**src/pte_defines.vh**
```
// Constants for the transmit encoder: register map, fields, codes, timing
`ifndef PTE_DEFINES_VH
`define PTE_DEFINES_VH

`define PTE_ADDR_W        8
`define PTE_ADDR_MODE     8'h00
`define PTE_ADDR_TXST     8'h04
`define PTE_ADDR_INTC     8'h08
`define PTE_ADDR_STAT     8'h0c
`define PTE_RESP_OKAY     2'h0
`define PTE_RESP_SLVERR   2'h2

`define PTE_MODE_RESET    8'h08
`define PTE_MODE_NRZ_BIT  6
`define PTE_MODE_SE_BIT   3
`define PTE_MODE_LB_MSB   2
`define PTE_MODE_LB_LSB   1
`define PTE_TXST_RESET    8'h00
`define PTE_TXST_PCE_BIT  6
`define PTE_TXST_MD_MSB   2
`define PTE_TXST_MD_LSB   0
`define PTE_INTC_PERR_BIT 0
`define PTE_STAT_FLT_LSB  0
`define PTE_STAT_EXT_BIT  2
`define PTE_STAT_CNT_LSB  4

`define PTE_TXM_ACTIVE    3'h0
`define PTE_TXM_IDLE      3'h1
`define PTE_TXM_MASTER    3'h2
`define PTE_TXM_HALT      3'h3
`define PTE_TXM_QUIET     3'h4
`define PTE_TXM_OFF       3'h5

`define PTE_LB_INT        2'h1
`define PTE_LB_EXT        2'h2

`define PTE_SYM_I         5'h1f
`define PTE_SYM_H         5'h04
`define PTE_SYM_Q         5'h00
`define PTE_SYM_J         5'h18
`define PTE_SYM_K         5'h11
`define PTE_SYM_T         5'h0d
`define PTE_SYM_R         5'h07
`define PTE_SYM_S         5'h19
`define PTE_SYM_N         5'h1e
`define PTE_SYM_V         5'h01

`define PTE_CN_JK         4'hd
`define PTE_CN_T0         4'h4
`define PTE_CN_T1         4'h5
`define PTE_CN_R          4'h6
`define PTE_CN_S          4'h7
`define PTE_CN_Q          4'h2
`define PTE_CN_I          4'hf
`define PTE_CN_H          4'h1
`define PTE_CN_N          4'h0

`define PTE_BYTE_RESET    10'h3ff
`define PTE_BIT_LAST      4'h9
`define PTE_BIT_PRELOAD   4'h8
`define PTE_PRE_TARGET    4'h7
`define PTE_CNT_MAX       4'hf

`endif

```
**src/pte_transmit_encoder.v**
```verilog
// Transmit path: parity check, 4B/5B, repeat filter, smoother, line coder
//
// Behaviour
// - Take one 10-bit byte per byte time
// - Bit 9 parity, bit 8 control, two nibbles
// - Odd parity checked; even count is error
// - Parity check enable bit gates errors
// - Parity error sets flag, feeds filter violation
// - Control flag selects data or control codes
// - Data nibbles map through 4B/5B table
// - Control codes give JK, T and R
// - Violations replaced by Halt pairs then Idle
// - Repeat violation sends two Halt pairs
// - Idle pair forces Idle until JK
// - JK enters Repeat state unless a non-active mode forces Idle
// - Repeat state: R/S before T is violation
// - One Idle added ahead of a JK after fewer than seven Idles, unless already extended
// - Target seven Idles; extend or delete
// - Idle pair counts; JK stops count
// - Route serial bits by loopback mode
// - Mode bit picks NRZI or NRZ
// - Line state generator overrides inactive modes
`timescale 1ns/1ps
`default_nettype none
`include "pte_defines.vh"

module pte_transmit_encoder (
	input  wire                  aclk,
	input  wire                  aresetn,
	input  wire                  ce,
	input  wire [`PTE_ADDR_W-1:0] s_axi_awaddr,
	input  wire                  s_axi_awvalid,
	output reg                   s_axi_awready,
	input  wire [31:0]           s_axi_wdata,
	input  wire [3:0]            s_axi_wstrb,
	input  wire                  s_axi_wvalid,
	output reg                   s_axi_wready,
	output reg  [1:0]            s_axi_bresp,
	output reg                   s_axi_bvalid,
	input  wire                  s_axi_bready,
	input  wire [`PTE_ADDR_W-1:0] s_axi_araddr,
	input  wire                  s_axi_arvalid,
	output reg                   s_axi_arready,
	output reg  [31:0]           s_axi_rdata,
	output reg  [1:0]            s_axi_rresp,
	output reg                   s_axi_rvalid,
	input  wire                  s_axi_rready,
	input  wire [9:0]            tx_byte,
	output reg                   byte_take,
	output reg                   pmd_tx_data,
	output reg                   pmd_tx_enable,
	output reg                   int_loop_data,
	output reg                   ext_loop_data
);

	localparam [1:0] FLT_IDLE   = 2'h0;
	localparam [1:0] FLT_REPEAT = 2'h1;
	localparam [1:0] FLT_HALT   = 2'h2;
	localparam [1:0] FLT_END    = 2'h3;

	localparam [9:0] PAIR_II = {`PTE_SYM_I, `PTE_SYM_I};
	localparam [9:0] PAIR_HH = {`PTE_SYM_H, `PTE_SYM_H};
	localparam [9:0] PAIR_HQ = {`PTE_SYM_H, `PTE_SYM_Q};
	localparam [9:0] PAIR_QQ = {`PTE_SYM_Q, `PTE_SYM_Q};
	localparam [9:0] PAIR_JK = {`PTE_SYM_J, `PTE_SYM_K};

	reg [7:0]             mode_reg;
	reg [7:0]             current_transmit_state_reg;
	reg                   data_parity_error_flag;
	reg [9:0]             data_reg;
	reg [9:0]             shift_reg;
	reg [3:0]             bit_cnt_reg;
	reg [1:0]             flt_reg;
	reg                   sm_ext_reg;
	reg [9:0]             sm_hold_reg;
	reg [3:0]             pre_cnt_reg;
	reg                   nrzi_reg;
	reg                   aw_full_reg;
	reg                   w_full_reg;
	reg [`PTE_ADDR_W-1:0] aw_addr_reg;
	reg [31:0]            w_data_reg;
	reg [3:0]             w_strb_reg;

	wire       parity_check_enable = current_transmit_state_reg[`PTE_TXST_PCE_BIT];
	wire [2:0] transmit_mode_field =
		current_transmit_state_reg[`PTE_TXST_MD_MSB:`PTE_TXST_MD_LSB];
	wire       nrz_transmit_select = mode_reg[`PTE_MODE_NRZ_BIT];
	wire       smooth_en = mode_reg[`PTE_MODE_SE_BIT];
	wire [1:0] loop_sel = mode_reg[`PTE_MODE_LB_MSB:`PTE_MODE_LB_LSB];
	wire       tick = (bit_cnt_reg == `PTE_BIT_LAST);
	wire       force_idle = (transmit_mode_field != `PTE_TXM_ACTIVE);

	// Data nibble to 5B code
	function [4:0] pte_data5;
		input [3:0] n;
		begin
			case (n)
				4'h0: pte_data5 = 5'h1e;
				4'h1: pte_data5 = 5'h09;
				4'h2: pte_data5 = 5'h14;
				4'h3: pte_data5 = 5'h15;
				4'h4: pte_data5 = 5'h0a;
				4'h5: pte_data5 = 5'h0b;
				4'h6: pte_data5 = 5'h0e;
				4'h7: pte_data5 = 5'h0f;
				4'h8: pte_data5 = 5'h12;
				4'h9: pte_data5 = 5'h13;
				4'ha: pte_data5 = 5'h16;
				4'hb: pte_data5 = 5'h17;
				4'hc: pte_data5 = 5'h1a;
				4'hd: pte_data5 = 5'h1b;
				4'he: pte_data5 = 5'h1c;
				default: pte_data5 = 5'h1d;
			endcase
		end
	endfunction

	// Control nibble to {violation, 5B code}; unknown codes become V
	function [5:0] pte_ctrl5;
		input [3:0] n;
		begin
			case (n)
				`PTE_CN_T0: pte_ctrl5 = {1'b0, `PTE_SYM_T};
				`PTE_CN_T1: pte_ctrl5 = {1'b0, `PTE_SYM_T};
				`PTE_CN_R:  pte_ctrl5 = {1'b0, `PTE_SYM_R};
				`PTE_CN_S:  pte_ctrl5 = {1'b0, `PTE_SYM_S};
				`PTE_CN_Q:  pte_ctrl5 = {1'b0, `PTE_SYM_Q};
				`PTE_CN_I:  pte_ctrl5 = {1'b0, `PTE_SYM_I};
				`PTE_CN_H:  pte_ctrl5 = {1'b0, `PTE_SYM_H};
				`PTE_CN_N:  pte_ctrl5 = {1'b0, `PTE_SYM_N};
				default:    pte_ctrl5 = {1'b1, `PTE_SYM_V};
			endcase
		end
	endfunction

	// Frame status symbol test, used for both halves of a pair
	function pte_is_rs;
		input [4:0] c;
		begin
			pte_is_rs = (c == `PTE_SYM_R) || (c == `PTE_SYM_S);
		end
	endfunction

	// odd parity over parity and data bits
	wire parity_err = parity_check_enable &&
		~(^{data_reg[9], data_reg[7:0]}); // gated by enable

	// field split; control flag selects table
	reg [9:0] enc_code;
	reg       enc_viol;
	reg       hi_dat;
	reg       lo_dat;
	reg [5:0] hi6;
	reg [5:0] lo6;
	always @* begin
		hi6 = pte_ctrl5(data_reg[7:4]);
		lo6 = pte_ctrl5(data_reg[3:0]);
		if (!data_reg[8]) begin
			// data table; upper nibble in the high half
			enc_code = {pte_data5(data_reg[7:4]), pte_data5(data_reg[3:0])};
			enc_viol = 1'b0;
			hi_dat = 1'b1;
			lo_dat = 1'b1;
		end else if (data_reg[7:4] == `PTE_CN_JK) begin
			enc_code = PAIR_JK;
			enc_viol = 1'b0;
			hi_dat = 1'b0;
			lo_dat = 1'b0;
		end else begin
			// T, R and the other control codes
			enc_code = {hi6[4:0], lo6[4:0]};
			enc_viol = hi6[5] | lo6[5];
			hi_dat = (data_reg[7:4] == `PTE_CN_N);
			lo_dat = (data_reg[3:0] == `PTE_CN_N);
		end
	end

	// Repeat filter; JK and Idle tests come first so they win in every state
	wire bad = enc_viol | parity_err; // parity error acts as a violation
	wire t_hi = (enc_code[9:5] == `PTE_SYM_T);
	wire t_lo = (enc_code[4:0] == `PTE_SYM_T);
	wire w_hi = t_hi | pte_is_rs(enc_code[9:5]);
	wire w_lo = t_lo | pte_is_rs(enc_code[4:0]);
	reg [1:0] flt_next;
	reg [9:0] flt_out;
	always @* begin
		flt_next = flt_reg;
		flt_out = enc_code;
		if (force_idle) begin
			flt_next = FLT_IDLE;
			flt_out = PAIR_II;
		end else if (enc_code == PAIR_JK) begin
			flt_next = FLT_REPEAT;
		end else if (enc_code[9:5] == `PTE_SYM_I) begin
			flt_next = FLT_IDLE;
			flt_out = PAIR_II;
		end else begin
			case (flt_reg)
				FLT_REPEAT: begin
					// violation sends first Halt pair; R/S before T
					if (bad || !(hi_dat || t_hi) || (hi_dat && !(lo_dat || t_lo))) begin
						flt_next = FLT_HALT;
						flt_out = PAIR_HH;
					end else if (t_hi || t_lo) begin
						// data then T closes the frame
						flt_next = FLT_END;
					end
				end
				FLT_END: begin
					// anything but R, S or T after the end is cut off
					if (bad || !(w_hi && w_lo)) begin
						flt_next = FLT_HALT;
						flt_out = PAIR_HH;
					end
				end
				FLT_HALT: begin
					flt_next = FLT_IDLE;
					flt_out = PAIR_HH;
				end
				default: begin
					flt_out = PAIR_II;
				end
			endcase
		end
	end

	// Smoother; one byte of hold lets an Idle be inserted, a later long
	// preamble gives that byte back
	reg       sm_ext_next;
	reg [9:0] sm_hold_next;
	reg [9:0] sm_out;
	always @* begin
		sm_ext_next = sm_ext_reg;
		sm_hold_next = sm_hold_reg;
		sm_out = flt_out;
		if (sm_ext_reg) begin
			sm_out = sm_hold_reg;
			// delete one Idle from a preamble over seven
			if (flt_out == PAIR_II && sm_hold_reg == PAIR_II &&
			    (pre_cnt_reg >= `PTE_PRE_TARGET || !smooth_en)) begin
				sm_ext_next = 1'b0;
			end else begin
				sm_hold_next = flt_out;
			end
		end else if (smooth_en && flt_out == PAIR_JK && pre_cnt_reg < `PTE_PRE_TARGET) begin
			// Extend, one Idle inserted ahead of the JK
			sm_out = PAIR_II;
			sm_hold_next = flt_out;
			sm_ext_next = 1'b1;
		end
	end

	// line state generator overrides inactive modes
	reg [9:0] tx_pair;
	always @* begin
		case (transmit_mode_field)
			`PTE_TXM_ACTIVE: tx_pair = sm_out;
			`PTE_TXM_IDLE:   tx_pair = PAIR_II;
			`PTE_TXM_MASTER: tx_pair = PAIR_HQ;
			`PTE_TXM_HALT:   tx_pair = PAIR_HH;
			default:        tx_pair = PAIR_QQ; // Quiet, Off and reserved
		endcase
	end

	// NRZI toggles on one; NRZ passes the bit
	wire line_bit = nrz_transmit_select ? shift_reg[9] : (nrzi_reg ^ shift_reg[9]);

	// Byte pipeline and serializer, one bit per clock
	always @(posedge aclk) begin
		if (!aresetn) begin
			data_reg <= `PTE_BYTE_RESET;
			shift_reg <= PAIR_II;
			bit_cnt_reg <= 4'h0;
			flt_reg <= FLT_IDLE;
			sm_ext_reg <= 1'b0;
			sm_hold_reg <= PAIR_II;
			pre_cnt_reg <= 4'h0;
			nrzi_reg <= 1'b0;
			byte_take <= 1'b0;
			pmd_tx_data <= 1'b0;
			pmd_tx_enable <= 1'b0;
			int_loop_data <= 1'b0;
			ext_loop_data <= 1'b0;
		end else if (ce) begin
			bit_cnt_reg <= tick ? 4'h0 : bit_cnt_reg + 4'h1;
			byte_take <= (bit_cnt_reg == `PTE_BIT_PRELOAD);
			if (tick) begin
				// upstream byte taken once per byte time
				data_reg <= tx_byte;
				shift_reg <= tx_pair;
				flt_reg <= flt_next;
				sm_ext_reg <= sm_ext_next;
				sm_hold_reg <= sm_hold_next;
				// Idle pairs count, JK stops and clears
				if (sm_out == PAIR_JK)
					pre_cnt_reg <= 4'h0;
				else if (sm_out == PAIR_II && pre_cnt_reg != `PTE_CNT_MAX)
					pre_cnt_reg <= pre_cnt_reg + 4'h1;
			end else begin
				shift_reg <= {shift_reg[8:0], 1'b0};
			end
			nrzi_reg <= line_bit;
			// route serial stream by loopback mode
			pmd_tx_data <= (loop_sel != `PTE_LB_INT && loop_sel != `PTE_LB_EXT) & line_bit;
			int_loop_data <= (loop_sel == `PTE_LB_INT) & line_bit;
			ext_loop_data <= (loop_sel == `PTE_LB_EXT) & line_bit;
			pmd_tx_enable <= (transmit_mode_field != `PTE_TXM_OFF);
		end
	end

	// Register read decode, also flags unmapped addresses
	reg [31:0] rd_data;
	reg        rd_err;
	always @* begin
		rd_data = 32'h0;
		rd_err = 1'b0;
		case (s_axi_araddr)
			`PTE_ADDR_MODE: rd_data[7:0] = mode_reg;
			`PTE_ADDR_TXST: rd_data[7:0] = current_transmit_state_reg;
			`PTE_ADDR_INTC: rd_data[`PTE_INTC_PERR_BIT] = data_parity_error_flag;
			`PTE_ADDR_STAT: begin
				rd_data[`PTE_STAT_FLT_LSB +: 2] = flt_reg;
				rd_data[`PTE_STAT_EXT_BIT] = sm_ext_reg;
				rd_data[`PTE_STAT_CNT_LSB +: 4] = pre_cnt_reg;
			end
			default: rd_err = 1'b1;
		endcase
	end

	wire do_write = aw_full_reg && w_full_reg && !s_axi_bvalid;
	wire wr_low = do_write && w_strb_reg[0];
	wire wr_map = (aw_addr_reg == `PTE_ADDR_MODE) || (aw_addr_reg == `PTE_ADDR_TXST) ||
		(aw_addr_reg == `PTE_ADDR_INTC) || (aw_addr_reg == `PTE_ADDR_STAT);
	wire flag_clr = wr_low && aw_addr_reg == `PTE_ADDR_INTC && w_data_reg[`PTE_INTC_PERR_BIT];
	wire perr_set = tick && parity_err;

	// AXI4-Lite slave; address and data are caught independently
	always @(posedge aclk) begin
		if (!aresetn) begin
			s_axi_awready <= 1'b1;
			s_axi_wready <= 1'b1;
			s_axi_bvalid <= 1'b0;
			s_axi_bresp <= `PTE_RESP_OKAY;
			s_axi_arready <= 1'b1;
			s_axi_rvalid <= 1'b0;
			s_axi_rdata <= 32'h0;
			s_axi_rresp <= `PTE_RESP_OKAY;
			aw_full_reg <= 1'b0;
			w_full_reg <= 1'b0;
			aw_addr_reg <= {`PTE_ADDR_W{1'b0}};
			w_data_reg <= 32'h0;
			w_strb_reg <= 4'h0;
			mode_reg <= `PTE_MODE_RESET;
			current_transmit_state_reg <= `PTE_TXST_RESET;
			data_parity_error_flag <= 1'b0;
		end else if (ce) begin
			if (s_axi_awvalid && s_axi_awready) begin
				aw_addr_reg <= s_axi_awaddr;
				aw_full_reg <= 1'b1;
				s_axi_awready <= 1'b0;
			end
			if (s_axi_wvalid && s_axi_wready) begin
				w_data_reg <= s_axi_wdata;
				w_strb_reg <= s_axi_wstrb;
				w_full_reg <= 1'b1;
				s_axi_wready <= 1'b0;
			end
			if (do_write) begin
				s_axi_bvalid <= 1'b1;
				s_axi_bresp <= wr_map ? `PTE_RESP_OKAY : `PTE_RESP_SLVERR;
				if (wr_low && aw_addr_reg == `PTE_ADDR_MODE)
					mode_reg <= w_data_reg[7:0];
				if (wr_low && aw_addr_reg == `PTE_ADDR_TXST)
					current_transmit_state_reg <= w_data_reg[7:0];
			end
			if (s_axi_bvalid && s_axi_bready) begin
				s_axi_bvalid <= 1'b0;
				aw_full_reg <= 1'b0;
				w_full_reg <= 1'b0;
				s_axi_awready <= 1'b1;
				s_axi_wready <= 1'b1;
			end
			// parity error flag, set wins over write-one clear
			data_parity_error_flag <= perr_set | (data_parity_error_flag & ~flag_clr);
			if (s_axi_arvalid && s_axi_arready) begin
				s_axi_arready <= 1'b0;
				s_axi_rvalid <= 1'b1;
				s_axi_rdata <= rd_data;
				s_axi_rresp <= rd_err ? `PTE_RESP_SLVERR : `PTE_RESP_OKAY;
			end
			if (s_axi_rvalid && s_axi_rready) begin
				s_axi_rvalid <= 1'b0;
				s_axi_arready <= 1'b1;
			end
		end
	end

endmodule
`default_nettype wire

```
**config.mk**
```make
export PLATFORM = sky130hd
export DESIGN_NAME = pte_transmit_encoder
export DESIGN_NICKNAME = d
export VERILOG_FILES = /design/src/pte_transmit_encoder.v
export VERILOG_INCLUDE_DIRS = /design/src
export SDC_FILE = /design/constraint.sdc
export NUM_CORES = 1
export LEC_CHECK = 0
export ABC_AREA = 1
export BUFFER_PORTS_ARGS = -buffer_cell sky130_fd_sc_hd__clkbuf_2
export CORE_UTILIZATION = 56
export DETAILED_ROUTE_END_ITERATION = 10
export PLACE_DENSITY = 0.81
export RECOVER_POWER = 50
export SYNTH_ARGS = -nofsm -noshare
export SYNTH_HDL_FRONTEND = slang
export SYNTH_SLANG_ARGS = --single-unit
```
**constraint.sdc**
```tcl
create_clock -name aclk -period 3.2 [get_ports aclk]
set_clock_uncertainty 0.2 [all_clocks]
set_input_delay 0.48 -clock aclk [delete_from_list [all_inputs] [get_ports aclk]]
set_output_delay 0.48 -clock aclk [all_outputs]
set_load 0.01 [all_outputs]
```
# Word-level counts from Yosys, hierarchy flattened
# Memory sizes are Yosys's and may differ from the RTL's. A register that Yosys moved wholly into a read port is not among the register bits.
# Index checks and enable logic that the tools add are counted.
classes:
  n_reduce_logical: 68
  eq_ne: 37
  mux: 63
  n_lt_le_gt_ge: 2
  bitwise: 12
  add_sub_neg: 2
ops:
  columns: ["op", "n"]
  rows:
  - ["$mux W10", 13]
  - ["$eq A10 B10 Y1 const B", 6]
  - ["$mux W4", 11]
  - ["$pmux W10 S4", 1]
  - ["$eq A8 B4 Y1 const B", 4]
  - ["$pmux W10 S3", 1]
  - ["$mux W1", 24]
  - ["$logic_and A1 B1 Y1", 22]
  - ["$reduce_and A2 Y1", 9]
  - ["$eq A8 B3 Y1 const B", 2]
  - ["$logic_not A8 Y1", 2]
  - ["$mux W2", 8]
  - ["$eq A5 B5 Y1 const B", 3]
  - ["$eq A4 B4 Y1 const B", 3]
  - ["$logic_or A1 B1 Y1", 12]
  - ["$pmux W2 S3", 2]
  - ["$pmux W4 S3", 1]
  - ["$reduce_bool A2 Y1", 6]
  - ["$eq A5 B3 Y1 const B", 2]
  - ["$eq A5 B4 Y1 const B", 2]
  - ["$reduce_and A3 Y1", 3]
  - ["$reduce_xor A9 Y1", 1]
  - ["$add A4 B1 Y4 const B", 2]
  - ["$logic_not A4 Y1", 2]
  - ["25 further kinds", 42]
totals:
  reg_bits: 100
  romBits: 352
  mem_count: 4
  inputBits: 70
  wordCells: 217
  out_inout_bits: 46
memory_table:
  columns: ["memory", "depth", "word_bits", "read_ports", "rd_ports_with_merged_regs", "write_ports", "line", "text"]
  rows:
  - ["(name not given)", 16, 6, 1, 1, 0, "pte_transmit_encoder.v:122", "case (n)"]
  - ["(name not given)", 16, 6, 1, 1, 0, "pte_transmit_encoder.v:122", null]
  - ["(name not given)", 16, 5, 1, 1, 0, "pte_transmit_encoder.v:97", "case (n)"]
  - ["(name not given)", 16, 5, 1, 1, 0, "pte_transmit_encoder.v:97", null]

# Depth between registers and ports, before layout
# Gate-level depths: netlist of the first run.
depth:
  word_depth: 23
  depth_mapped: 24
  mapped_depth_nobuf: 23

# Least setup slack after synthesis of the first run
# No wires, ideal clock.
synth_path:
  path_kind: "reg2reg"
  from: "register data_reg[6]"
  to: "register sm_hold_reg[5]"
  required_time_ps: 2870
  path_buffers: 1
  slack_ps: 518
  period_less_slack_ps: 2682
  setup_ps: 130
  arrival_ps: 2352
  stages_incl_launch_ff: 20
  path_cell_list: "dfxtp_1 -> inv_1 -> ha_1 -> xor2_1 -> inv_1 -> nand2_1 -> nand2_1 -> a21oi_4 -> nand4_4 -> nand2_4 -> nand2_2 -> nand2_1 -> nand2_1 -> nor3_1 -> nand4_1 -> nand2_1 -> nand3_1 -> buf_4 -> nand2_1 -> nand3_1"
synth_between:
  elab_chain_len: 19
  elab_cells_between_ends: 54
  classes_between: "12 x eq/ne; 17 x mux; 4 x bitwise; 21 x reduce/logical"
synth_rtl:
  columns: ["element", "line", "text"]
  rows:
  - ["start: declaration", "pte_transmit_encoder.v:70", "reg [9:0] data_reg;"]
  - ["start signal: assignment", "pte_transmit_encoder.v:271", "data_reg <= `PTE_BYTE_RESET;"]
  - ["start signal: assignment", "pte_transmit_encoder.v:289", "data_reg <= tx_byte;"]
  - ["$eq A4 B4 Y1 (no line)", null, null]
  - ["$mux W10", "pte_transmit_encoder.v:164", "end else if (data_reg[7:4] == `PTE_CN_JK) begin"]
  - ["$mux W10", "pte_transmit_encoder.v:158", "if (!data_reg[8]) begin"]
  - ["$eq A5 B3 Y1 (no line) or $eq A5 B5 Y1 (tied branches)", null, null]
  - ["$logic_or A1 B1 Y1", "pte_transmit_encoder.v:140", "pte_is_rs = (c == `PTE_SYM_R) || (c == `PTE_SYM_S);"]
  - ["$or A1 B1 Y1, on equally long branches", "pte_transmit_encoder.v:182, pte_transmit_encoder.v:183", null]
  - ["$logic_and A1 B1 Y1", "pte_transmit_encoder.v:211", "if (bad || !(w_hi && w_lo)) begin"]
  - ["$logic_not A1 Y1", "pte_transmit_encoder.v:211", null]
  - ["[3 not listed]", null, null]
  - ["$mux W10", "pte_transmit_encoder.v:194", "end else if (enc_code[9:5] == `PTE_SYM_I) begin"]
  - ["$mux W10 *", "pte_transmit_encoder.v:192", "end else if (enc_code == PAIR_JK) begin"]
  - ["$mux W10 *", "pte_transmit_encoder.v:189", "if (force_idle) begin"]
  - ["$eq A10 B10 Y1, on equally long branches", "pte_transmit_encoder.v:239, pte_transmit_encoder.v:245", null]
  - ["$logic_and A1 B1 Y1, on equally long branches", "pte_transmit_encoder.v:239, pte_transmit_encoder.v:245", null]
  - ["$logic_and A1 B1 Y1, on equally long branches", null, null]
  - ["$ne A2 B2 Y1 (no line) or $reduce_bool A2 Y1 (tied branches)", null, null]
  - ["$reduce_and A4 Y1 (no line)", null, null]
  - ["end signal: assignment", "pte_transmit_encoder.v:293", "sm_hold_reg <= sm_hold_next;"]
  - ["end: declaration", "pte_transmit_encoder.v:75", "reg [9:0] sm_hold_reg;"]
# Every way passes the cells marked *; elsewhere a longest branch is shown, timed or not. The select of a mux whose other input is x is not followed.
# A chain may end at the register's enable or synchronous reset.

# Final worst setup path of the first run
layout_path:
  from: "register data_reg[2]"
  to: "register sm_hold_reg[9]"
layout_between:
  elab_chain_len: 17
  elab_cells_between_ends: 31
  classes_between: "3 x eq/ne; 11 x mux; 2 x bitwise; 15 x reduce/logical"
layout_rtl:
  columns: ["element", "line", "text"]
  rows:
  - ["$logic_not A4 Y1 (no line)", null, null]
  - ["$mux W1", "pte_transmit_encoder.v:164", null]
  - ["$mux W1", "pte_transmit_encoder.v:158", null]
  - ["$logic_or A1 B1 Y1", "pte_transmit_encoder.v:201", "if (bad || !(hi_dat || t_hi) || (hi_dat && !(lo_dat || t_lo))) begin"]
  - ["$logic_not A1 Y1", "pte_transmit_encoder.v:201", null]
  - ["$logic_and A1 B1 Y1", "pte_transmit_encoder.v:201", null]
  - ["$logic_or A1 B1 Y1", "pte_transmit_encoder.v:201", null]
  - ["$mux W10", "pte_transmit_encoder.v:201", null]
  - ["$pmux W10 S3 *", "pte_transmit_encoder.v:198", "case (flt_reg)"]
  - ["$mux W10 *", "pte_transmit_encoder.v:194", null]
  - ["$mux W10 *", "pte_transmit_encoder.v:192", null]
  - ["$mux W10 *", "pte_transmit_encoder.v:189", null]
  - ["$eq A10 B10 Y1, on equally long branches", "pte_transmit_encoder.v:239, pte_transmit_encoder.v:245", null]
  - ["$logic_and A1 B1 Y1, on equally long branches", "pte_transmit_encoder.v:239, pte_transmit_encoder.v:245", null]
  - ["$logic_and A1 B1 Y1, on equally long branches", null, null]
  - ["$ne A2 B2 Y1 (no line) or $reduce_bool A2 Y1 (tied branches)", null, null]
  - ["$reduce_and A4 Y1 (no line)", null, null]
# Marks and branches as above.

==> results.yml, run 1 <==
synth:
  ys.flop_type: "sky130_fd_sc_hd__dfxtp_1"
  synthCells: 882
  yosysUniqueCellTypes: 49
  yosys_register_bits: 120
  syn-cell-area_um2: 6300
  postSynth.asyncResetShare_pct: 0
  synth_area_per_cell_um2: 7.15
  synthesis.yosys.warnings: 0
  synth.yosys.seq_area_share_pct: 38.1
  synth-edff-count: 0
placed_design:
  placed_cells: 1067
  place.gp.congestion: 0.858
  place_hpwl_mm: 9.85
  place.port_buffers: 62
setup_path:
  timing.critical_path.arrival_ns: 3.31
  required_ns: 3.39
  reg2regPathDepth: 19
  crit_path_end_kind: "flip-flop"
  crit_fanout: 6
  r2r_setup_slack_ns: 0.08
  reg2reg_to: "sm_hold_reg[9]$_SDFFE_PN1P_"
  rr_startpoint: "data_reg[2]$_SDFFE_PN1P_"
  crit_start: "data_reg[2]$_SDFFE_PN1P_"
  startpoint_type: "flip-flop"
  criticalPathCategory: "flip-flop to flip-flop"
routing:
  routed-via-count: 6090
  detail_route.first_pass.iterations: 6
  vias_per_cell: 5.46
  drtIter0Drc: 462
  detail_route.wl_per_cell_um: 14.0
  route.detailed.drc: 0
  ant_nets: 0
  wl_mm: 15.6
sta:
  fin_hold_ws_ns: 0.0261
  slew_violations: 0
  max_freq_ghz: 0.320
  fin_tns_setup_ns: 0
  worst_slew_pin_slew_ns: 1.07
  setup_viol_count_final: 0
  timing_hold_violations_final: 0
  timing.slew.headroom_pct: 28.9
  finalCriticalPeriod_ns: 3.12
  post-route-period-util_pct: 97.5
hold_path:
  min_path_type: "input port to flip-flop"
  worstHoldPathCells: 4
  hp-start: "s_axi_wvalid"
  holdPathEnd: "s_axi_wready$_SDFFE_PN1P_"
cts:
  clock_pin_slew_worst_setup_and_hold_paths_ns: 0.06
  clkLatencyLatePin_ns: 0.52
  cts_tree: "built"
  cts_buffers: 17
  cts_max_level: 4
  clk_root_buffer_cell: "sky130_fd_sc_hd__clkbuf_8"
  clkSinkCount: 120
  cts_buffer_depth: 2
global_routing:
  maximum_number_of_pins_on_one_net_before_global_route_repair: 50
  globalRoute.totalOverflow: 0
  number_of_global_route_vias_before_repair: 5241
  wire_length_of_the_first_global_routing_pass_mm: 23.8
  grt_antenna_before_repair: 0
  gr-usage-all-layers_pct: 25.8
cells_and_area:
  area_growth_pct: 21.9
  final.fill_count: 842
  area_of_the_multi_input_gates_um2: 3470
  post_layout_nonfiller_instances: 1116
  register_area_um2: 2410
  final_net_count: 1046
  insertedDiodeCount: 0
  final_util_pct: 70.6
  drive_above_1_share_pct: 21.7
pwr:
  power_leakage_nw: 3.42
  ir_worst_vdd_mv: 0.413
  power_density_nw_per_um2: 488
  fin_total_pwr_w: 0.00375
die:
  floorplan.rows: 38
  initial_core_util_pct: 57.9
  ios: 116
  die_width_um: 108
  floorplan.die_area_um2: 11700
  floorplan.die.height_um: 108
  floorplan.core_area_um2: 10900
run_status:
  outcome: "finished, final reports clean"
run:
  cap_violations: 0
-- worst max-delay path: stages, from the launching register on --
cell and delay [ns]:
sky130_fd_sc_hd__dfxtp_1 0.30, sky130_fd_sc_hd__inv_1 0.13, sky130_fd_sc_hd__ha_4 0.23, sky130_fd_sc_hd__inv_1 0.08, sky130_fd_sc_hd__nand2_1 0.07, sky130_fd_sc_hd__nand3_2 0.07, sky130_fd_sc_hd__nand2_1 0.08, sky130_fd_sc_hd__nand2_2 0.08
sky130_fd_sc_hd__nand2_2 0.07, sky130_fd_sc_hd__a21oi_4 0.30, sky130_fd_sc_hd__nand4_4 0.19, sky130_fd_sc_hd__nand2_4 0.18, sky130_fd_sc_hd__nand2_2 0.09, sky130_fd_sc_hd__nand2_2 0.10, sky130_fd_sc_hd__nand4_1 0.13, sky130_fd_sc_hd__nor3_2 0.20
sky130_fd_sc_hd__nand3_2 0.14, sky130_fd_sc_hd__buf_4 0.20, sky130_fd_sc_hd__nand4_1 0.09, sky130_fd_sc_hd__nand3_1 0.07
-- stage by stage --
step / area [um2] / worst slack [ns]
final: 7680 / 0.0794
after global routing: 7680 / -0.104
after CTS: 7310 / 0.0838
after detailed placement: 6660 / 0.136
after global placement: 6660 / 0.201
after floorplan: 6400 / 0.518
-- metal layers --
metal,vias to the layer above,track usage (%),wire length (um)
met5,-,0,0
met4,0,9.88,279
met3,36,5.85,810
met2,234,42.3,7740
met1,2796,32.9,6780
li1,3024,-,-
-- logic make-up after synthesis --
| group | count (synthesis) | synth area share [%] |
|---|---|---|
| AO/OA/AOI/OAI | 176 | 15.8 |
| AND/OR/NAND/NOR | 387 | 29.6 |
| buffers and inverters | 176 | 12.5 |
| other | 1 | 0.0595 |
| XOR/XNOR | 4 | 0.556 |
| multiplexers | 5 | 0.794 |
| flip-flops | 120 | 38.1 |
| adder cells (fa/ha/maj) | 13 | 2.58 |
-- worst max-delay path by stage --
stage | end | cells after the start
after floorplan | sm_hold_reg[5]$_SDFFE_PN1P_ | 19
after global placement | pre_cnt_reg[3]$_SDFFE_PN0P_ | 19
after detailed placement | pre_cnt_reg[0]$_SDFFE_PN0P_ | 17
after CTS | pre_cnt_reg[3]$_SDFFE_PN0P_ | 21
after global routing | sm_ext_reg$_SDFFE_PN0P_ | 17
final | sm_hold_reg[9]$_SDFFE_PN1P_ | 19
-- synth_stat cells, types with 7 or more instances --
cell type                  count  share of area, %
sky130_fd_sc_hd__dfxtp_1     120                38
sky130_fd_sc_hd__inv_1       111               6.6
sky130_fd_sc_hd__inv_2         7              0.42
sky130_fd_sc_hd__nor2_1       55               3.3
sky130_fd_sc_hd__o22ai_1       8              0.79
sky130_fd_sc_hd__a21oi_1      65               5.2
sky130_fd_sc_hd__a211oi_1      9               1.1
sky130_fd_sc_hd__buf_4        28               3.3
sky130_fd_sc_hd__clkbuf_1     17               1.0
sky130_fd_sc_hd__nand3_2       8               1.3
sky130_fd_sc_hd__ha_1         13               2.6
sky130_fd_sc_hd__nor3_1       12              0.95
sky130_fd_sc_hd__nand3_1      59               4.7
sky130_fd_sc_hd__nand2_2      19               1.9
sky130_fd_sc_hd__o211ai_1      8              0.95
sky130_fd_sc_hd__nand2_1     173                10
sky130_fd_sc_hd__o21ai_0      70               5.6
sky130_fd_sc_hd__nand4_1      30               3.0
-- cells in the final DEF, fill, tap and decap left out, types with 3 or more instances in the layout --
cell / n
sky130_fd_sc_hd__bufinv_16: 4
sky130_fd_sc_hd__inv_1: 105
sky130_fd_sc_hd__nor3_2: 4
sky130_fd_sc_hd__nand4_1: 30
sky130_fd_sc_hd__nand2_4: 7
sky130_fd_sc_hd__nand2_1: 152
sky130_fd_sc_hd__a21oi_2: 3
sky130_fd_sc_hd__or2_2: 5
sky130_fd_sc_hd__a211oi_1: 9
sky130_fd_sc_hd__o21ai_0: 69
sky130_fd_sc_hd__nor2_1: 51
sky130_fd_sc_hd__inv_2: 11
sky130_fd_sc_hd__clkbuf_2: 40
sky130_fd_sc_hd__o211ai_1: 8
sky130_fd_sc_hd__or2_1: 4
sky130_fd_sc_hd__clkbuf_1: 24
sky130_fd_sc_hd__dfxtp_2: 4
sky130_fd_sc_hd__buf_4: 24
sky130_fd_sc_hd__nand3_4: 3
sky130_fd_sc_hd__clkbuf_16: 16
sky130_fd_sc_hd__nand3_2: 10
sky130_fd_sc_hd__clkinv_4: 3
sky130_fd_sc_hd__o22ai_1: 8
sky130_fd_sc_hd__inv_6: 3
sky130_fd_sc_hd__a21oi_1: 64
sky130_fd_sc_hd__nand2_2: 35
sky130_fd_sc_hd__nor2_2: 7
sky130_fd_sc_hd__buf_6: 3
sky130_fd_sc_hd__clkbuf_8: 3
sky130_fd_sc_hd__conb_1: 26
sky130_fd_sc_hd__nor4_1: 3
sky130_fd_sc_hd__dfxtp_1: 116
sky130_fd_sc_hd__nor3_1: 9
sky130_fd_sc_hd__ha_1: 8
sky130_fd_sc_hd__ha_4: 5
sky130_fd_sc_hd__nand3_1: 54
sky130_fd_sc_hd__nor2_4: 5
sky130_fd_sc_hd__mux2i_1: 5
-- layout make-up --
type / instances / share of cell area, %
Timing Repair Buffer: 94 / 7.08
Inverter: 119 / 5.90
Tap cell: 140 / 2.28
Clock buffer: 19 / 5.75
Multi-Input combinational cell: 611 / 45.2
Clock inverter: 13 / 2.48
Sequential cell: 120 / 31.3
-- power breakdown --
part           switching [W]  total (W)  leakage, nW  internal (W)
Clock               0.000715    0.00203        0.309       0.00131
Combinational       0.000111   0.000167         2.14     0.0000568
Sequential         0.0000204    0.00155        0.975       0.00153
-- what timing repair did --
item	in CTS	in global routing
setup buffers	0	15
hold buffers	2	0
endpoints found under the setup margin	0	16
resized for setup	0	73
endpoints found under the hold margin	2	0
(Power assumes the default switching activity.)
==> run 2, diff against run 1 <==
==> constraint.sdc (replaced) <==
create_clock -name aclk -period 3.2 [get_ports aclk]
set_clock_uncertainty 0.2 [all_clocks]
set_input_delay 0.16 -clock aclk [delete_from_list [all_inputs] [get_ports aclk]]
set_output_delay 0.16 -clock aclk [all_outputs]
set_load 0.01 [all_outputs]
==> results.yml, run 2 (synthesis results as in run 1) <==
die:
  ios: 116
  initial_core_util_pct: 57.9
  floorplan.core_area_um2: 10900
  floorplan.rows: 38
  die_width_um: 108
  floorplan.die_area_um2: 11700
  floorplan.die.height_um: 108
pwr:
  power_leakage_nw: 3.49
  seqPwrFrac_pct: 45.4
  power_density_nw_per_um2: 435
  internal_power_w: 0.00258
  power.switching_w: 0.000836
  fin_total_pwr_w: 0.00342
  sw_frac_of_total_pct: 24.5
  ir_worst_vdd_mv: 0.424
  power.combinational.fraction_pct: 6.1
  clock_power_share_pct: 48.5
run:
  cap_violations: 1
placed_design:
  place.gp.congestion: 0.872
  place_area_um2: 6660
  place.port_buffers: 62
  place_hpwl_mm: 9.67
global_routing:
  number_of_global_route_vias_before_repair: 5520
  wire_length_of_the_first_global_routing_pass_mm: 24.7
  gr-usage-all-layers_pct: 26.7
  grt_antenna_before_repair: 0
  globalRoute.totalOverflow: 0
  maximum_number_of_pins_on_one_net_before_global_route_repair: 50
cells_and_area:
  final_cell_area_um2: 7860
  final_net_count: 1089
  drive_above_1_share_pct: 18.5
  layout_common_cells: "sky130_fd_sc_hd__nand2_1, sky130_fd_sc_hd__dfxtp_1, sky130_fd_sc_hd__inv_1"
  leading_cell_type_in_the_layout_fill_and_taps_excluded: "sky130_fd_sc_hd__nand2_1"
  area_growth_pct: 24.8
  area_of_the_multi_input_gates_um2: 3380
  final.fill_count: 805
  register_area_um2: 2400
  insertedDiodeCount: 0
hold_path:
  worstHoldPathCells: 4
  hp-start: "s_axi_arvalid"
  holdPathEnd: "s_axi_rdata[3]$_SDFFE_PN0P_"
  min_path_type: "input port to flip-flop"
routing:
  detail_route.wl_per_cell_um: 14.3
  detail_route.first_pass.iterations: 5
  route.detailed.drc: 0
  routed-via-count: 6242
  drtIter0Drc: 458
  ant_nets: 0
  vias_per_cell: 5.39
  wl_mm: 16.6
sta:
  worst_slew_pin_slew_ns: 1.87
  rsz_0062_raised_after_global_routing: "true"
  finalCriticalPeriod_ns: 3.23
  timing_hold_violations_final: 0
  slew_violations: 39
  max_freq_ghz: 0.310
  timing.slew.headroom_pct: -24.6
  layout_setup_ws_ns: -0.0309
  post-route-period-util_pct: 101
  setup_viol_count_final: 2
run_status:
  failed_checks: "max-capacitance violations, max-slew violations, negative setup slack"
  outcome: "finished, violations left"
setup_path:
  r2r_setup_slack_ns: -0.03
  criticalPathCategory: "flip-flop to flip-flop"
  rr_startpoint: "bit_cnt_reg[3]$_SDFFE_PN0P_"
  crit_fanout: 8
  crit_path_end_kind: "flip-flop"
  chain_of_cells_forming_the_critical_path: "inv_1 -> nor2_1 -> inv_1 -> nor3_4 -> clkinv_4 -> nor2_2 -> o21ai_0 -> nor2_1 -> dlygate4sd3_1 -> nand2_1 -> dlygate4sd3_1"
  critPathSlowestCell: "sky130_fd_sc_hd__dlygate4sd3_1"
  timing.critical_path.slowest_cell_delay_ns: 0.69
  reg2regPathDepth: 11
  required_ns: 3.40
  startpoint_type: "flip-flop"
  timing.critical_path.arrival_ns: 3.43
cts:
  cts_buffer_depth: 2
  cts_buffers: 17
  clkSinkCount: 120
  cts_max_level: 4
  clk_root_buffer_cell: "sky130_fd_sc_hd__clkbuf_8"
  clkLatencyLatePin_ns: 0.52
  clock_pin_slew_worst_setup_and_hold_paths_ns: 0.06
  cts_tree: "built"
run 2: cell count changes in the layout (fill, tap and decap cells not counted), sizes merged:
cell,delta
buf,+1
bufinv,-4
clkinv,+1
nor2,+2
clkinvlp,+3
dlygate4sd3,+39
dlymetal6s4s,+1
clkbuf,+1
inv,-2
run 2: metal layers:
layer	share of wire (%)	track usage (%)	up-vias
li1	-	-	3109
met1	43	33.3	2863
met2	49	44.7	224
met3	4.7	5.00	46
met4	2.9	11.8	0
met5	0	0	-
run 2: worst max-delay path, delay by kind of cell (launching register included):
| family | cells | cell delay [ns] |
|---|---|---|
| and+or+nand+nor | 5 | 0.90 |
| AOI/OAI and AO/OA | 1 | 0.13 |
| buffers and inverters | 5 | 1.57 |
| DFF | 1 | 0.32 |
run 2: worst max-delay path by stage:
stage                                      from                     endpoint  slack [ns]  cells past startpoint
floorplan              data_reg[6]$_SDFFE_PN1P_  sm_hold_reg[5]$_SDFFE_PN1P_        0.52                     19
global placement       data_reg[6]$_SDFFE_PN1P_  pre_cnt_reg[1]$_SDFFE_PN0P_        0.19                     17
detailed placement     data_reg[6]$_SDFFE_PN1P_  pre_cnt_reg[0]$_SDFFE_PN0P_        0.14                     17
CTS                 bit_cnt_reg[3]$_SDFFE_PN0P_                    flip-flop        0.02                     11
global route           data_reg[1]$_SDFFE_PN1P_  sm_hold_reg[2]$_SDFFE_PN1P_       -0.21                     22
finish              bit_cnt_reg[3]$_SDFFE_PN0P_                    flip-flop       -0.03                     11
run 2: area by class of cell:
type                            instances  share of cell area (%)
Tap cell                              140                    2.23
Timing Repair Buffer                  135                    11.9
Clock buffer                           20                    5.54
Clock inverter                         11                   0.971
Inverter                              119                    5.79
Sequential cell                       120                    30.6
Multi-Input combinational cell        613                    43.0
run 2: stage by stage:
stage               cells  setup WS, ns  util [%]  hold WS (ns)  setup TNS [ns]
floorplan             907         0.518         -        0.0904               0
detailed placement   1067         0.136      61.2         0.199               0
CTS                  1140        0.0243      69.7       0.00382               0
finish               1158       -0.0309      72.2        0.0237         -0.0316
global placement     1067         0.194      61.2         0.179               0
global route         1158        -0.206      72.2        0.0619           -2.89
run 2: power by group through the flow:
stage | Sequential [W] | Clock, W | Combinational (W)
5_1_grt | 0.00156 | 0.00174 | 0.000231
4_1_cts | 0.00155 | 0.00166 | 0.000202
3_3_place_gp | 0.00158 | 0 | 0.000161
2_1_floorplan | 0.00158 | 0 | 0.000128
6_report | 0.00155 | 0.00166 | 0.000208
3_5_place_dp | 0.00158 | 0 | 0.000165
run 2: repair_timing:
item	4_1_cts	5_1_grt
hold buffers	42	0
hold endpoints to repair	81	0
gates resized for setup	0	41
setup buffers	0	16
setup endpoints to repair	0	32
==> run 3, diff against run 2 <==
--- a/config.mk
+++ b/config.mk
@@ -6,12 +6,12 @@
 export SDC_FILE = /design/constraint.sdc
 export NUM_CORES = 1
 export LEC_CHECK = 0
-export ABC_AREA = 1
 export BUFFER_PORTS_ARGS = -buffer_cell sky130_fd_sc_hd__clkbuf_2
 export CORE_UTILIZATION = 56
 export DETAILED_ROUTE_END_ITERATION = 10
 export PLACE_DENSITY = 0.81
 export RECOVER_POWER = 50
+export SLEW_MARGIN = 10
 export SYNTH_ARGS = -nofsm -noshare
 export SYNTH_HDL_FRONTEND = slang
 export SYNTH_SLANG_ARGS = --single-unit
==> results.yml, run 3 <==
pwr:
  clock_power_share_pct: 52.6
  sw_frac_of_total_pct: 22.6
  power.combinational.fraction_pct: 5.2
  power.switching_w: 0.000824
  ir_worst_vdd_mv: 0.405
  power_density_nw_per_um2: 433
  power_leakage_nw: 3.56
  seqPwrFrac_pct: 42.2
  internal_power_w: 0.00283
placed_design:
  place.gp.congestion: 0.930
  place.port_buffers: 62
  place_area_um2: 7150
  post_placement_setup_slack_ns: -0.563
  place_hpwl_mm: 11.4
synth:
  ys.flop_type: "sky130_fd_sc_hd__dfxtp_1"
  syn-cell-area_um2: 6370
  netlist_top_cells_area: "sky130_fd_sc_hd__dfxtp_1, sky130_fd_sc_hd__nand2_1, sky130_fd_sc_hd__mux2i_1, sky130_fd_sc_hd__a21boi_0, sky130_fd_sc_hd__buf_4"
  synth_area_per_cell_um2: 8.28
  yosysUniqueCellTypes: 81
  yosysTopAreaCell: "sky130_fd_sc_hd__dfxtp_1"
  postSynth.asyncResetShare_pct: 0
  synth_top_area_share_pct: 37.7
  synth.yosys.seq_area_share_pct: 37.7
  yosys_register_bits: 120
  synthCells: 770
  synthTopCellsByCount: "sky130_fd_sc_hd__nand2_1, sky130_fd_sc_hd__dfxtp_1, sky130_fd_sc_hd__clkbuf_1, sky130_fd_sc_hd__o21ai_0, sky130_fd_sc_hd__a21boi_0"
  synth-edff-count: 0
  most_frequent_cell_after_synthesis: "sky130_fd_sc_hd__nand2_1"
  synthesis.yosys.warnings: 0
routing:
  drtIter0Drc: 664
  routed-via-count: 6313
  vias_per_cell: 5.87
  detail_route.first_pass.iterations: 5
  route.detailed.drc: 0
  ant_nets: 0
  detail_route.wl_per_cell_um: 17.3
  wl_mm: 18.7
sta:
  worst_slew_pin_slew_ns: 1.85
  slew_violations: 47
  setup_viol_count_final: 24
  rsz_0062_raised_after_global_routing: "true"
  finalCriticalPeriod_ns: 3.85
  fin_hold_ws_ns: 0.0295
  max_freq_ghz: 0.260
  timing.slew.headroom_pct: -23.4
  post-route-period-util_pct: 120
  timing_hold_violations_final: 0
  layout_setup_ws_ns: -0.645
global_routing:
  globalRoute.totalOverflow: 0
  wire_length_of_the_first_global_routing_pass_mm: 28.9
  globalRoute.busiestLayer: "met2"
  maximum_number_of_pins_on_one_net_before_global_route_repair: 47
  gr-usage-met2_pct: 56.6
  gr-usage-all-layers_pct: 31.9
  globalRouteMet1Util_pct: 36.2
  number_of_global_route_vias_before_repair: 6162
  grt_antenna_before_repair: 0
  met3_usage_pct: 7.29
die:
  floorplan.core_area_um2: 11000
  ios: 116
  floorplan.rows: 38
  die_width_um: 109
  floorplan.die_area_um2: 11800
  initial_core_util_pct: 58.0
  floorplan.die.height_um: 109
cts:
  cts_max_level: 4
  clk_root_buffer_cell: "sky130_fd_sc_hd__clkbuf_16"
  clkSinkCount: 120
  cts_buffers: 17
  cts_tree: "built"
  clock_pin_slew_worst_setup_and_hold_paths_ns: 0.06
  clkLatencyLatePin_ns: 0.43
  cts_buffer_depth: 2
hold_path:
  worstHoldPathCells: 4
  min_path_type: "input port to flip-flop"
setup_path:
  crit_path_end_kind: "flip-flop"
  reg2regPathDepth: 15
  startpoint_type: "flip-flop"
  required_ns: 3.29
  timing.critical_path.arrival_ns: 3.94
  r2r_setup_slack_ns: -0.65
  criticalPathCategory: "flip-flop to flip-flop"
  crit_fanout: 11
cells_and_area:
  leading_cell_type_in_the_layout_fill_and_taps_excluded: "sky130_fd_sc_hd__nand2_1"
  register_area_um2: 2410
  final_cell_area_um2: 8430
  final.fill_count: 690
  insertedDiodeCount: 0
  area_of_the_multi_input_gates_um2: 3870
  layout_common_cells: "sky130_fd_sc_hd__nand2_1, sky130_fd_sc_hd__dfxtp_1, sky130_fd_sc_hd__buf_4"
  area_growth_pct: 32.2
  final_net_count: 1007
  drive_above_1_share_pct: 24.5
run:
  cap_violations: 1
run_status:
  failed_checks: "max-capacitance violations, max-slew violations, negative setup slack"
  outcome: "finished, violations left"
[run 3: cell types whose count changed after synthesis, sizes merged, moves of 10 or more]
cell    previous run  this run
or2               11         1
nor2b              0        25
nor2              63        30
nand3             67        28
mux2i              5        30
inv              118        24
a21boi             0        35
nand4             32         3
clkbuf            17        36
nand2            194       154
and2               0        18
a21oi             68        25
o21ai             73        38
[run 3: area by class of cell]
class,count,area share [%]
Multi-Input combinational cell,579,45.9
Clock inverter,11,1.77
Sequential cell,120,28.6
Tap cell,140,2.08
Timing Repair Buffer,181,15.4
Inverter,25,1.11
Clock buffer,20,5.18
[run 3: worst paths after layout]
| kind | start | to |
|---|---|---|
| hold / removal | tx_byte[5] | flip-flop |
| setup / recovery | data_reg[3]$_SDFFE_PN1P_ | sm_hold_reg[3]$_SDFFE_PN1P_ |
| setup reg to reg | data_reg[3]$_SDFFE_PN1P_ | sm_hold_reg[3]$_SDFFE_PN1P_ |
| hold reg to reg | current_transmit_state_reg[7]$_SDFFE_PN0P_ | current_transmit_state_reg[7]$_SDFFE_PN0P_ |
[run 3: cell families after synthesis]
logic type / Yosys count / synth area share, %
compound gates: 185 / 21.6
xor+xnor: 10 / 1.59
fa+ha+maj: 13 / 2.55
buf+inv: 96 / 7.97
flops: 120 / 37.7
mux: 33 / 5.42
other cells: 1 / 0.0588
simple gates: 312 / 23.1
[run 3: timing repair]
action / 4_1_cts / 5_1_grt
setup endpoints to repair: 25 / 28
hold buffers: 34 / 0
buffers inserted: 9 / 2
pin swaps: 9 / 9
hold endpoints to repair: 33 / 0
resized for setup: 44 / 26
cloned: 0 / 0
[run 3: power by group through the flow]
stage	sequential (W)	combinational, W	clock (W)
after CTS	0.00154	0.000185	0.00193
after global routing	0.00154	0.000210	0.00200
after global placement	0.00157	0.000145	0
final	0.00154	0.000190	0.00192
after floorplan	0.00157	0.000123	0
after detailed placement	0.00157	0.000151	0
[run 3: stage by stage]
stage          util, %  power (W)  cells  TNS [ns]
2_1_floorplan        -    0.00169    795     -6.50
3_3_place_gp      65.1    0.00171   1000     -5.95
3_5_place_dp      65.1    0.00172   1000     -9.23
4_1_cts           75.8    0.00366   1074     -8.99
5_1_grt           76.7    0.00375   1076    -14.69
6_report          76.7    0.00365   1076    -12.11
[run 3: critical path, cell delays in order (launching register included)]
cell and delay (ns):
sky130_fd_sc_hd__dfxtp_2 0.34, sky130_fd_sc_hd__inv_2 0.05, sky130_fd_sc_hd__ha_4 0.25, sky130_fd_sc_hd__xnor3_1 0.40
sky130_fd_sc_hd__xnor2_1 0.15, sky130_fd_sc_hd__nand2_1 0.10, sky130_fd_sc_hd__buf_4 0.12, sky130_fd_sc_hd__and2_4 0.14
sky130_fd_sc_hd__nand4_1 0.30, sky130_fd_sc_hd__a2111oi_4 0.51, sky130_fd_sc_hd__o221a_4 0.29, sky130_fd_sc_hd__nand2_4 0.08
sky130_fd_sc_hd__a221oi_4 0.28, sky130_fd_sc_hd__buf_12 0.19, sky130_fd_sc_hd__mux2i_1 0.23, sky130_fd_sc_hd__nand2_1 0.07
[run 3: per-layer routing]
layer / part of all wire [%] / wire (um)
met5: 0 / 0
met4: 3.7 / 694
met3: 5.8 / 1090
met2: 51 / 9550
met1: 39 / 7320
